File: config.mk
export PLATFORM = sky130hd
export DESIGN_NAME = audio_amp_system_control_regs
export DESIGN_NICKNAME = d
export VERILOG_FILES = /design/src/amp_ctrl_pkg.sv /design/src/sticky_flags.sv /design/src/format_decode.sv /design/src/audio_amp_system_control_regs.sv
export SDC_FILE = /design/constraint.sdc
export NUM_CORES = 1
export LEC_CHECK = 0
export BUFFER_PORTS_ARGS = -buffer_cell sky130_fd_sc_hd__buf_2
export CORE_ASPECT_RATIO = 0.8
export CORE_MARGIN = 1.5
export CORE_UTILIZATION = 34
export CTS_CLUSTER_DIAMETER = 50
export DETAILED_ROUTE_END_ITERATION = 10
export SKIP_LAST_GASP = 1
export SLEW_MARGIN = 20
export SYNTH_ARGS = -nofsm -noshare
export SYNTH_HDL_FRONTEND = slang
export SYNTH_SLANG_ARGS = --single-unit
File: constraint.sdc
create_clock -name sys_clk -period 2.9 [get_ports sys_clk]
set_clock_uncertainty 0.2 [all_clocks]
set_input_delay 0.87 -clock sys_clk [delete_from_list [all_inputs] [get_ports sys_clk]]
set_output_delay 0.87 -clock sys_clk [all_outputs]
set_load 0.03 [all_outputs]
File: src/amp_ctrl_pkg.sv
/*
  Package for the amplifier system control register bank: offsets, field
  positions, reset values, decoded setting types.
  Assumes an 8-bit register port with one-cycle strobes.
*/
package amp_ctrl_pkg;

  // ==========================================================================
  // Register offsets
  localparam logic [7:0] OFS_ERR_FLAGS = 8'h02;
  localparam logic [7:0] OFS_SYS_CTRL_ONE = 8'h03;
  localparam logic [7:0] OFS_SERIAL_FMT = 8'h04;
  localparam logic [7:0] OFS_SYS_CTRL_TWO = 8'h05;
  localparam logic [7:0] OFS_SHUTDOWN_GROUP = 8'h19;
  localparam logic [7:0] OFS_CLOCK_STATUS = 8'h40;

  // ==========================================================================
  // Error flag bit positions
  localparam int ERR_MCLK_BIT = 7;
  localparam int ERR_PLL_BIT = 6;
  localparam int ERR_BCLK_BIT = 5;
  localparam int ERR_WSCLK_BIT = 4;
  localparam int ERR_SLIP_BIT = 3;
  localparam logic [7:0] ERR_USED_MASK = 8'hf8;

  // ==========================================================================
  // System control one fields
  localparam int SC1_DCBLOCK_BIT = 7;
  localparam int SC1_HARDUNMUTE_BIT = 5;
  localparam int SC1_AUTODIS_BIT = 3;
  localparam int SC1_SOFTDIS_BIT = 2;
  localparam logic [7:0] SC1_WRITE_MASK = 8'haf;
  localparam logic [7:0] SC1_RESET = 8'ha0;

  // ==========================================================================
  // Serial format and system control two fields
  localparam logic [7:0] FMT_WRITE_MASK = 8'h1f;
  localparam logic [7:0] FMT_RESET = 8'h05;
  localparam int SC2_SHUTDOWN_BIT = 6;
  localparam int SC2_ALLCH_BIT = 5;
  localparam int SC2_CHVOL_BIT = 3;
  localparam int SC2_LINEOUT_BIT = 2;
  localparam int SC2_HPFORCE_BIT = 1;
  localparam logic [7:0] SC2_WRITE_MASK = 8'h6e;
  localparam logic [7:0] SC2_RESET = 8'h40;
  localparam logic [7:0] SDG_RESET = 8'h00;
  localparam int NUM_CHANNELS = 6;

  // ==========================================================================
  // Decoded setting types
  typedef enum logic [1:0] {
    DEEMPH_NONE = 2'b00,
    DEEMPH_RSVD = 2'b01,
    DEEMPH_44K1 = 2'b10,
    DEEMPH_48K = 2'b11
  } deemph_e;

  typedef enum logic [1:0] {
    FRAME_RIGHT = 2'b00,
    FRAME_STANDARD = 2'b01,
    FRAME_LEFT = 2'b10,
    FRAME_INVALID = 2'b11
  } frame_e;

  typedef enum logic [1:0] {
    OUT_SPEAKER = 2'b00,
    OUT_HEADPHONE = 2'b01,
    OUT_LINE = 2'b10
  } outmode_e;

  typedef struct packed {
    frame_e frame;
    logic [4:0] wordBits;
    logic bclk32;
  } serial_fmt_s;

  typedef struct packed {
    logic mclk;
    logic pll;
    logic bclk;
    logic wsclk;
    logic slip;
  } clk_err_s;

endpackage

File: src/sticky_flags.sv
/*
  Sticky error flag set: hardware sets, host write of zero clears.
  Assumes event pulses come from the same clock domain.
*/
`timescale 1ns/1ps
module sticky_flags
  import amp_ctrl_pkg::*;
(
  // Clock and reset
  input wire logic sys_clk,
  input wire logic rstn,
  // Events and host clear
  input wire logic [4:0] eventIn,
  input wire logic clearWrite,
  input wire logic [4:0] clearData,
  // Flags
  output logic [4:0] flagsQ
);

  // ==========================================================================
  // One sticky flag per error source; a set in the clear cycle wins
  genvar i;
  generate
    for (i = 0; i < 5; i++) begin : gFlag
      always_ff @(posedge sys_clk or negedge rstn) begin
        if (!rstn) begin
          flagsQ[i] <= 1'b0;
        end else if (eventIn[i]) begin
          flagsQ[i] <= 1'b1; // RULE1
        end else if (clearWrite && !clearData[i]) begin
          flagsQ[i] <= 1'b0; // RULE1
        end
      end
    end
  endgenerate

endmodule

File: src/format_decode.sv
/*
  Decoder of the five-bit serial input format code.
  Pure combinational; reserved codes mark the frame invalid.
*/
`timescale 1ns/1ps
module format_decode
  import amp_ctrl_pkg::*;
(
  // Code in
  input wire logic [4:0] code,
  // Decoded format
  output serial_fmt_s fmt
);

  // ==========================================================================
  // Map each documented code to framing, word length and bit clock variant
  always_comb begin
    fmt = '{frame: FRAME_INVALID, wordBits: 5'h00, bclk32: 1'b0};
    case (code) // RULE11
      5'h00: fmt = '{frame: FRAME_RIGHT, wordBits: 5'h10, bclk32: 1'b0};
      5'h01: fmt = '{frame: FRAME_RIGHT, wordBits: 5'h14, bclk32: 1'b0};
      5'h02: fmt = '{frame: FRAME_RIGHT, wordBits: 5'h18, bclk32: 1'b0};
      5'h03: fmt = '{frame: FRAME_STANDARD, wordBits: 5'h10, bclk32: 1'b0};
      5'h04: fmt = '{frame: FRAME_STANDARD, wordBits: 5'h14, bclk32: 1'b0};
      5'h05: fmt = '{frame: FRAME_STANDARD, wordBits: 5'h18, bclk32: 1'b0};
      5'h06: fmt = '{frame: FRAME_LEFT, wordBits: 5'h10, bclk32: 1'b0};
      5'h07: fmt = '{frame: FRAME_LEFT, wordBits: 5'h14, bclk32: 1'b0};
      5'h08: fmt = '{frame: FRAME_LEFT, wordBits: 5'h18, bclk32: 1'b0};
      5'h0a: fmt = '{frame: FRAME_RIGHT, wordBits: 5'h12, bclk32: 1'b0};
      5'h13: fmt = '{frame: FRAME_STANDARD, wordBits: 5'h10, bclk32: 1'b1};
      5'h16: fmt = '{frame: FRAME_LEFT, wordBits: 5'h10, bclk32: 1'b1};
      default: fmt = '{frame: FRAME_INVALID, wordBits: 5'h00, bclk32: 1'b0};
    endcase
  end

endmodule

File: src/audio_amp_system_control_regs.sv
/*
  Control and status register bank of a digital audio amplifier: sticky
  clock error flags, system control one and two, serial input format,
  shutdown group, and the derived control outputs for the audio processor.
  Assumes error event pulses and detected clock values on sys_clk; the
  headphone select pin is asynchronous and is synchronised here.
*/
// Implementation choice: the strobed register port.
`timescale 1ns/1ps

// What this block does
// RULE1: Error flags are sticky; only a host write of zero clears them.
// RULE2: Host clears the error register, then reads back to see persistent errors.
// RULE3: Error register bits 6..3: lock, bit clock, word clock, frame slip.
// RULE4: Bit 7 of the error register reports a sticky master clock error.
// RULE5: Control one bit 7 enables dc-blocking filter, default on.
// RULE6: Control one bit 5 picks hard (1, default) or soft unmute after errors.
// RULE7: Control one bit 3 low enables clock autodetect, high uses manual clocks.
// RULE8: With autodetect active, detected clock values show in the clock status.
// RULE9: Control one bit 2 low enables soft start, high skips it.
// RULE10: De-emphasis field: 00 none, 01 reserved, 10 44.1 kHz, 11 48 kHz.
// RULE11: Format register keeps bits 7..5 zero and decodes a five-bit code.
// RULE12: Format resets to 24-bit standard framing, code 00101.
// RULE13: Control two bit 6 high shuts all outputs with hard mute; headphonePwmActive still follows the output mode.
// RULE14: Bit 5 set runs all channels; clear runs only non-shutdown-group channels.
// RULE15: Host changes bit 5 only while bit 6 is set.
// RULE16: Valid flag is 0 in shutdown, 1 when all channels run.
// RULE17: Control two bit 3 chooses headphone or channel volume registers.
// RULE18: Mode 00 is speaker, headphone when the select pin is high.
// RULE19: Bit 1 forces headphone mode and mutes non-headphone channels.
// RULE20: Headphone request by register is ORed with the select pin.
// RULE21: Bit 2 selects line-out: all outputs active, select pin ignored.
// RULE22: Host sets bit 3 together with line-out mode.
// RULE23: Host writes zero to reserved bits and avoids reserved codes.
module audio_amp_system_control_regs
  import amp_ctrl_pkg::*;
(
  // Clock and reset
  input wire logic sys_clk,
  input wire logic rstn,
  // Register port
  input wire logic [7:0] regAddr,
  input wire logic [7:0] regWrData,
  input wire logic regWrite,
  input wire logic regRead,
  output logic [7:0] regRdData,
  // Error events from the clock monitor
  input wire clk_err_s clkErrEvent,
  // Detected clock values from the autodetector
  input wire logic [5:0] detectedClock,
  // External headphone select pin
  input wire logic headphoneSelectPin,
  // Controls to the audio processor
  output logic dcBlockEnable,
  output logic hardUnmute,
  output logic autoDetectEnable,
  output logic softStartEnable,
  output deemph_e deemphMode,
  output serial_fmt_s serialFormat,
  output logic [NUM_CHANNELS-1:0] channelRun,
  output logic outputsValidFlag,
  output logic useChannelVolume,
  output outmode_e outputMode,
  output logic headphonePwmActive,
  output logic speakerMute
);

  // ==========================================================================
  // Storage
  logic [7:0] sysCtrlOne_q;
  logic [7:0] serialFmt_q;
  logic [7:0] sysCtrlTwo_q;
  logic [7:0] shutdownGroup_q;
  logic [5:0] clockStatus_q;
  logic [4:0] errFlags;
  logic [7:0] errByte;
  logic hpSync1_q;
  logic hpSync2_q;
  logic headphoneReq;
  serial_fmt_s fmtDecoded;
  outmode_e modeSel;
  logic [NUM_CHANNELS-1:0] runSel;
  logic errWrite;

  // ==========================================================================
  // Write decode
  assign errWrite = regWrite && (regAddr == OFS_ERR_FLAGS);

  // ==========================================================================
  // Sticky error flags
  sticky_flags uFlags (
    .sys_clk(sys_clk),
    .rstn(rstn),
    .eventIn({clkErrEvent.mclk, clkErrEvent.pll, clkErrEvent.bclk,
              clkErrEvent.wsclk, clkErrEvent.slip}),
    .clearWrite(errWrite),
    .clearData(regWrData[ERR_MCLK_BIT:ERR_SLIP_BIT]),
    .flagsQ(errFlags)
  );

  // Error flags placed at their register bits, the rest zero
  assign errByte = {errFlags, 3'b000}; // RULE3 RULE4

  // ==========================================================================
  // Format decoder
  format_decode uFmt (
    .code(serialFmt_q[4:0]),
    .fmt(fmtDecoded)
  );

  // ==========================================================================
  // System control one
  always_ff @(posedge sys_clk or negedge rstn) begin
    if (!rstn) begin
      sysCtrlOne_q <= SC1_RESET;
    end else if (regWrite && regAddr == OFS_SYS_CTRL_ONE) begin
      sysCtrlOne_q <= regWrData & SC1_WRITE_MASK;
    end
  end

  // ==========================================================================
  // Serial input format; upper bits forced to zero
  always_ff @(posedge sys_clk or negedge rstn) begin
    if (!rstn) begin
      serialFmt_q <= FMT_RESET; // RULE12
    end else if (regWrite && regAddr == OFS_SERIAL_FMT) begin
      serialFmt_q <= regWrData & FMT_WRITE_MASK; // RULE11
    end
  end

  // ==========================================================================
  // System control two; starts shut down
  always_ff @(posedge sys_clk or negedge rstn) begin
    if (!rstn) begin
      sysCtrlTwo_q <= SC2_RESET;
    end else if (regWrite && regAddr == OFS_SYS_CTRL_TWO) begin
      sysCtrlTwo_q <= regWrData & SC2_WRITE_MASK;
    end
  end

  // ==========================================================================
  // Shutdown group membership, one bit per channel
  always_ff @(posedge sys_clk or negedge rstn) begin
    if (!rstn) begin
      shutdownGroup_q <= SDG_RESET;
    end else if (regWrite && regAddr == OFS_SHUTDOWN_GROUP) begin
      shutdownGroup_q <= {2'b00, regWrData[NUM_CHANNELS-1:0]};
    end
  end

  // ==========================================================================
  // Clock status follows the detector only while autodetect is on
  always_ff @(posedge sys_clk or negedge rstn) begin
    if (!rstn) begin
      clockStatus_q <= 6'h00;
    end else if (!sysCtrlOne_q[SC1_AUTODIS_BIT]) begin
      clockStatus_q <= detectedClock; // RULE8
    end
  end

  // ==========================================================================
  // Headphone select pin synchroniser
  always_ff @(posedge sys_clk or negedge rstn) begin
    if (!rstn) begin
      hpSync1_q <= 1'b0;
      hpSync2_q <= 1'b0;
    end else begin
      hpSync1_q <= headphoneSelectPin;
      hpSync2_q <= hpSync1_q;
    end
  end

  // ==========================================================================
  // Output mode and channel run selection
  always_comb begin
    headphoneReq = sysCtrlTwo_q[SC2_HPFORCE_BIT] | hpSync2_q; // RULE20
    modeSel = OUT_SPEAKER;
    case ({sysCtrlTwo_q[SC2_LINEOUT_BIT], sysCtrlTwo_q[SC2_HPFORCE_BIT]})
      2'b00: modeSel = headphoneReq ? OUT_HEADPHONE : OUT_SPEAKER; // RULE18
      2'b01: modeSel = OUT_HEADPHONE; // RULE19
      2'b10: modeSel = OUT_LINE; // RULE21
      default: modeSel = OUT_SPEAKER;
    endcase
    if (sysCtrlTwo_q[SC2_SHUTDOWN_BIT]) begin
      runSel = '0; // RULE13
    end else if (sysCtrlTwo_q[SC2_ALLCH_BIT]) begin
      runSel = '1; // RULE14
    end else begin
      runSel = ~shutdownGroup_q[NUM_CHANNELS-1:0]; // RULE14
    end
  end

  // ==========================================================================
  // Registered control outputs
  always_ff @(posedge sys_clk or negedge rstn) begin
    if (!rstn) begin
      dcBlockEnable <= 1'b1;
      hardUnmute <= 1'b1;
      autoDetectEnable <= 1'b1;
      softStartEnable <= 1'b1;
      deemphMode <= DEEMPH_NONE;
      serialFormat <= '{frame: FRAME_STANDARD, wordBits: 5'h18, bclk32: 1'b0};
    end else begin
      dcBlockEnable <= sysCtrlOne_q[SC1_DCBLOCK_BIT]; // RULE5
      hardUnmute <= sysCtrlOne_q[SC1_HARDUNMUTE_BIT]; // RULE6
      autoDetectEnable <= !sysCtrlOne_q[SC1_AUTODIS_BIT]; // RULE7
      softStartEnable <= !sysCtrlOne_q[SC1_SOFTDIS_BIT]; // RULE9
      deemphMode <= deemph_e'(sysCtrlOne_q[1:0]); // RULE10
      serialFormat <= fmtDecoded; // RULE11
    end
  end

  // ==========================================================================
  // Registered play, mode and volume outputs
  always_ff @(posedge sys_clk or negedge rstn) begin
    if (!rstn) begin
      channelRun <= '0;
      outputsValidFlag <= 1'b0;
      useChannelVolume <= 1'b0;
      outputMode <= OUT_SPEAKER;
      headphonePwmActive <= 1'b0;
      speakerMute <= 1'b1;
    end else begin
      channelRun <= runSel;
      outputsValidFlag <= &runSel; // RULE16
      useChannelVolume <= sysCtrlTwo_q[SC2_CHVOL_BIT]; // RULE17
      outputMode <= modeSel;
      headphonePwmActive <= (modeSel != OUT_SPEAKER);
      speakerMute <= sysCtrlTwo_q[SC2_SHUTDOWN_BIT] || (modeSel == OUT_HEADPHONE); // RULE19
    end
  end

  // ==========================================================================
  // Read data, valid the cycle after the read strobe; unmapped reads zero
  always_ff @(posedge sys_clk or negedge rstn) begin
    if (!rstn) begin
      regRdData <= 8'h00;
    end else if (regRead) begin
      case (regAddr)
        OFS_ERR_FLAGS: regRdData <= errByte & ERR_USED_MASK;
        OFS_SYS_CTRL_ONE: regRdData <= sysCtrlOne_q;
        OFS_SERIAL_FMT: regRdData <= serialFmt_q;
        OFS_SYS_CTRL_TWO: regRdData <= sysCtrlTwo_q;
        OFS_SHUTDOWN_GROUP: regRdData <= shutdownGroup_q;
        OFS_CLOCK_STATUS: regRdData <= {clockStatus_q, 2'b00};
        default: regRdData <= 8'h00;
      endcase
    end else begin
      regRdData <= 8'h00;
    end
  end

endmodule

# Word level (Yosys, flattened, before mapping)
# Memories as Yosys holds them, arrays and structs flattened. A register that Yosys moved wholly into a read port is not among the register bits.
# Index checks and enable logic that the tools add are counted.
# classes
eq_ne	9
n_mux	16
bitwise_logic	2
n_reduce_logical	27
# op_table
cell	n
one-hot mux 8 bit (6 select lines)	1
== test 8 x 2 -> 1 bit (second input constant)	2
== test 8 x 3 -> 1 bit (second input constant)	2
two-way mux 6 bit	2
nonzero test 2 bit	6
two-way mux 1 bit	11
logical AND 1 bit	10
== test 8 x 5 -> 1 bit (second input constant)	1
== test 8 x 7 -> 1 bit (second input constant)	1
zero test 1 bit	8
two-way mux 8 bit	1
inverter 6 bit	1
one-hot mux 2 bit (3 select lines)	1
AND reduction 6 bit	1
== test 2 x 1 -> 1 bit (second input constant)	2
== test 2 bit (second input constant)	1
zero test 2 bit	1
logical OR 1 bit	1
bitwise OR 1 bit	1
# totals
ff_bits	66
romBits	224
word_cells	80
memories	1
# memory_table
memory	depth	word_bits	rd	rd_ports_with_merged_regs	write_ports	line_no	source
(name not given)	32	7	1	1	0	format_decode.sv:19	case (code)

# Longest topological paths before layout
# depth
word_depth	5
mapped_depth	6
mapped_depth_nobuf	6

# By module
# From an unflattened synthesis, not the netlist that was laid out.
# hier_totals
hier_cells	228
area_unflattened_um2	3001.6
# modules_own_cells
module	instances	cells_per_inst	area_each_um2	seq_area_each_um2
audio_amp_system_control_regs	1	178	2498.6	1617.8
format_decode	1	35	309.0	0.0
sticky_flags	1	15	193.9	125.1

# Worst setup path after synthesis
# No wires, ideal clock.
# synth_timing
path_type	input -> register
start	in regAddr[7]
end	reg shutdownGroup_q[0]
setup_ps	125
t_arrival_ps	2104
required_time_ps	2575
slack_ps	471
path_stages	5
cell_sequence	buf_6 -> or4b_4 -> nor2b_1 -> nand2_2 -> mux2_2
# synth_via
elab_chain_cells	2
# synth_rtl
item	line_no	source
start: declaration	audio_amp_system_control_regs.sv:42	input wire logic [7:0] regAddr,
== test 8 x 5 -> 1 bit	audio_amp_system_control_regs.sv:146	end else if (regWrite && regAddr == OFS_SHUTDOWN_GROUP) begin
logical AND 1 bit	audio_amp_system_control_regs.sv:146	
end signal: assignment	audio_amp_system_control_regs.sv:147	shutdownGroup_q <= {2'b00, regWrData[NUM_CHANNELS-1:0]};
end: declaration	audio_amp_system_control_regs.sv:73	logic [7:0] shutdownGroup_q;
# Every way passes these cells.
# A chain may end at the register's enable or synchronous reset.

# Worst setup path after layout
# layout_timing
start	in regAddr[3]
end	reg regRdData[7]
# layout_via
elab_chain_cells	3
word_cells_on_any_way	8
classes_between	6 x eq/ne; 2 x mux
# layout_rtl
item	line_no	source
== test 8 x 7 -> 1 bit (tied with other cells)	audio_amp_system_control_regs.sv:239	case (regAddr)
one-hot mux 8 bit (6 select lines) (*)	audio_amp_system_control_regs.sv:239	
two-way mux 8 bit (*)	audio_amp_system_control_regs.sv:238	end else if (regRead) begin
end signal: assignment	audio_amp_system_control_regs.sv:240	OFS_ERR_FLAGS: regRdData <= errByte & ERR_USED_MASK;
end signal: assignment	audio_amp_system_control_regs.sv:241	OFS_SYS_CTRL_ONE: regRdData <= sysCtrlOne_q;
end signal: assignment	audio_amp_system_control_regs.sv:242	OFS_SERIAL_FMT: regRdData <= serialFmt_q;
end: declaration	audio_amp_system_control_regs.sv:46	output logic [7:0] regRdData,
# Every way passes the cells marked *; elsewhere a longest branch is shown, timed or not.

==> results.py <==
metrics = {
    "floorplan": {
        "start_util": 0.358,
        "ios": 66,
        "coreArea_um2": 8130,
        "die_h_um": 85.8,
        "core.rowCount": 29,
        "die_x_um": 106,
        "dieArea_um2": 9130,
    },
    "timing": {
        "hold-worst-slack_ns": 0.167,
        "min_period_over_period": 0.828,
        "fmax_ghz": 0.417,
        "rsz0062_at_grt": "no",
        "hold_violations": 0,
        "period_minus_slack_ns": 2.40,
        "fin_tns_setup_ns": 0,
        "worst_slew_pin_slew_ns": 0.576,
        "slew_headroom": 0.613,
        "setup_viol": 0,
        "slew_violations": 0,
    },
    "setup_path": {
        "critPathTopFamily": "simple AND/OR/NAND/NOR gates",
        "cp_slowest_cell": "or4_1",
        "crit_arrival_ns": 2.44,
        "endpoint_kind": "flip-flop",
        "critPathLaunchType": "primary input",
        "cpPeakStageDelay_ns": 0.62,
        "crit_fanout": 8,
        "crit_cells": 5,
        "crit_required_ns": 2.94,
        "worstSetupPathType": "primary input to flip-flop",
        "critPathBufInv": 1,
        "path_cells": "buf_2 -> or4_1 -> a211oi_1 -> o21ai_1 -> nor3_1",
        "reg2reg_depth": 5,
    },
    "logic_synthesis": {
        "ys_seq_area_frac": 0.590,
        "synth_top_area_cell": "dfrtp_1",
        "avgSynthCellArea_um2": 12.6,
        "syn_inst": 231,
        "synth_cell_types": 48,
        "async_flop_share": 1.00,
        "synth_top_cells_by_area": "dfrtp_1 47%, mux2_2 12%, dfstp_2 12%",
        "synth_top_area_frac": 0.473,
        "synth_seq_cells": 68,
        "synth-edff-count": 0,
        "syn-num-nets": 268,
        "syn_area_um2": 2910,
        "yosysWarnings": 0,
        "ys.flop_type": "dfrtp_1",
    },
    "min_path": {
        "holdPathStages": 0,
        "hp-class": "flip-flop to flip-flop",
    },
    "clock_tree": {
        "clkSlewWorstSetupHoldPaths_ns": 0.07,
        "worstSkewPairLatency_ns": 0.36,
        "cts-root-buf": "clkbuf_8",
        "clock_path_buffers": 2,
        "postCtsResizedCells": 0,
        "clock_sinks": 68,
        "post-cts-setup-buffers": 0,
        "cts_hold_buf": 0,
        "tritoncts": "yes",
        "cts_buffers": 9,
        "htreeDepth": 3,
    },
    "detailed_routing": {
        "wire_per_inst_um": 16.0,
        "num_vias": 2052,
        "drc": 0,
        "wirelength_um": 6660,
        "drt_iter0_markers": 84,
        "via_per_inst": 4.92,
        "postRouteAntennaNets": 0,
        "dr.pass1.iters": 4,
    },
    "global_route": {
        "grt_overflow": 0,
        "grt_pass1_vias": 1951,
        "grt_pass1_wl_um": 10500,
        "grt_max_degree": 69,
        "grt.total_usage": 0.157,
        "antenna_found_initial": 1,
    },
    "placed_design": {
        "hpwl_um": 4870,
        "placed_cells": 401,
        "gp_congestion": 0.844,
        "port_buffers": 64,
    },
    "pwr": {
        "ir_drop_v": 0.000342,
        "powerDensity_nw_per_um2": 565,
        "power.leakage_nw": 1.64,
    },
    "run": {
        "max_cap_viol_count": 0,
    },
    "finish": {
        "fin_nets": 341,
        "syn2layout_area_growth_pct": 23.1,
        "drive_gt1_frac": 0.450,
        "diodes": 0,
        "fillerInstances": 783,
        "finalNonFillerCells": 417,
    },
    "outcome": {
        "outcome": "complete, no violations",
    },
}
## power by group
group	switching, mW	internal, mW	leakage (nW)
clock	0.356	0.418	0.0983
combinational	0.135	0.0836	0.728
sequential	0.0319	1.00	0.818
## stage by stage
stage,setup WS [ns],util,instance area (µm²),power [mW]
after global routing,0.395,0.441,3580,2.12
after floorplan,0.471,-,2910,1.17
final,0.499,0.441,3580,2.02
after detailed placement,0.130,0.416,3380,1.27
after global placement,0.212,0.416,3380,1.27
after CTS,0.509,0.441,3580,2.05
## logic make-up after synthesis
| group | Yosys count | synth area share |
|---|---|---|
| buf+inv | 14 | 0.0223 |
| flops | 68 | 0.590 |
| mux | 34 | 0.131 |
| simple gates | 66 | 0.136 |
| compound gates | 43 | 0.0984 |
| fa+ha+maj | 5 | 0.0215 |
| other cells | 1 | 0.00129 |
## cells in the final DEF (no fill, tap or decap), drive strengths merged, types with 8 or more instances in the layout
cell / n
a21oi: 12
buf: 70
clkbuf: 10
dfrtp: 55
dfstp: 13
mux2: 32
nand2: 10
nor2: 15
o21ai: 8
## path summary, 6_finish.rpt
check | startpoint | to | slack, ns
worst max-delay path | regAddr[3] | regRdData[7] | 0.50
worst min-delay path | hpSync1_q | hpSync2_q | 0.17
worst max register to register | serialFmt_q[0] | serialFormat[5] | 1.02
worst min register to register | hpSync1_q | hpSync2_q | 0.17
max in group asynchronous | rstn | dcBlockEnable | 1.84
min in group asynchronous | rstn | outputsValidFlag | 0.32
## worst reg2reg max path: stages (launching register included)
cell      delay, ns
dfstp_2        0.63
inv_1          0.09
ha_1           0.26
mux2_2         0.28
and3_1         0.19
o21bai_1       0.15
## cell usage after synthesis (all sizes together) (2+ instances only)
library cell,number
o22a,2
a22o,3
nor3b,2
buf,3
nand2,10
nor3,4
a21oi,12
clkbuf,5
nor2b,5
o21ai,8
dfstp,13
or4b,2
and3,2
mux2,32
nor4bb,2
dfrtp,55
or4,2
ha,5
nand2b,6
nor4b,2
a22oi,5
nor4,2
a31oi,2
or2,2
inv,6
a32o,2
mux2i,2
o21bai,2
nand3,5
nor2,15
## flip-flops by register name (all words and copies together), names as in the netlist, 2 cells and up
name / count
channelRun: 6
clockStatus_q: 6
deemphMode: 2
outputMode: 2
regRdData: 8
serialFmt_q: 5
serialFormat: 7
shutdownGroup_q: 6
sysCtrlOne_q: 6
sysCtrlTwo_q: 5
uFlags.flagsQ: 5
## area by class of cell
type                    count  area [µm²]  share of cell area
multi-input cells         149        1130               0.315
repair buffers             70         378               0.105
inverters                   6        22.5             0.00628
clock buffers              10         138              0.0384
clock inverters             6        63.8              0.0178
flip-flops and latches     68        1720               0.479
well taps                 108         135              0.0377
## metal layers
metal | GRT usage | share of wire | routed length (µm)
met3 | 0.0486 | 0.065 | 431
met2 | 0.220 | 0.44 | 2950
met4 | 0.0691 | 0.016 | 107
met5 | 0 | 0 | 0
met1 | 0.223 | 0.48 | 3170
(Power assumes the default switching activity.)
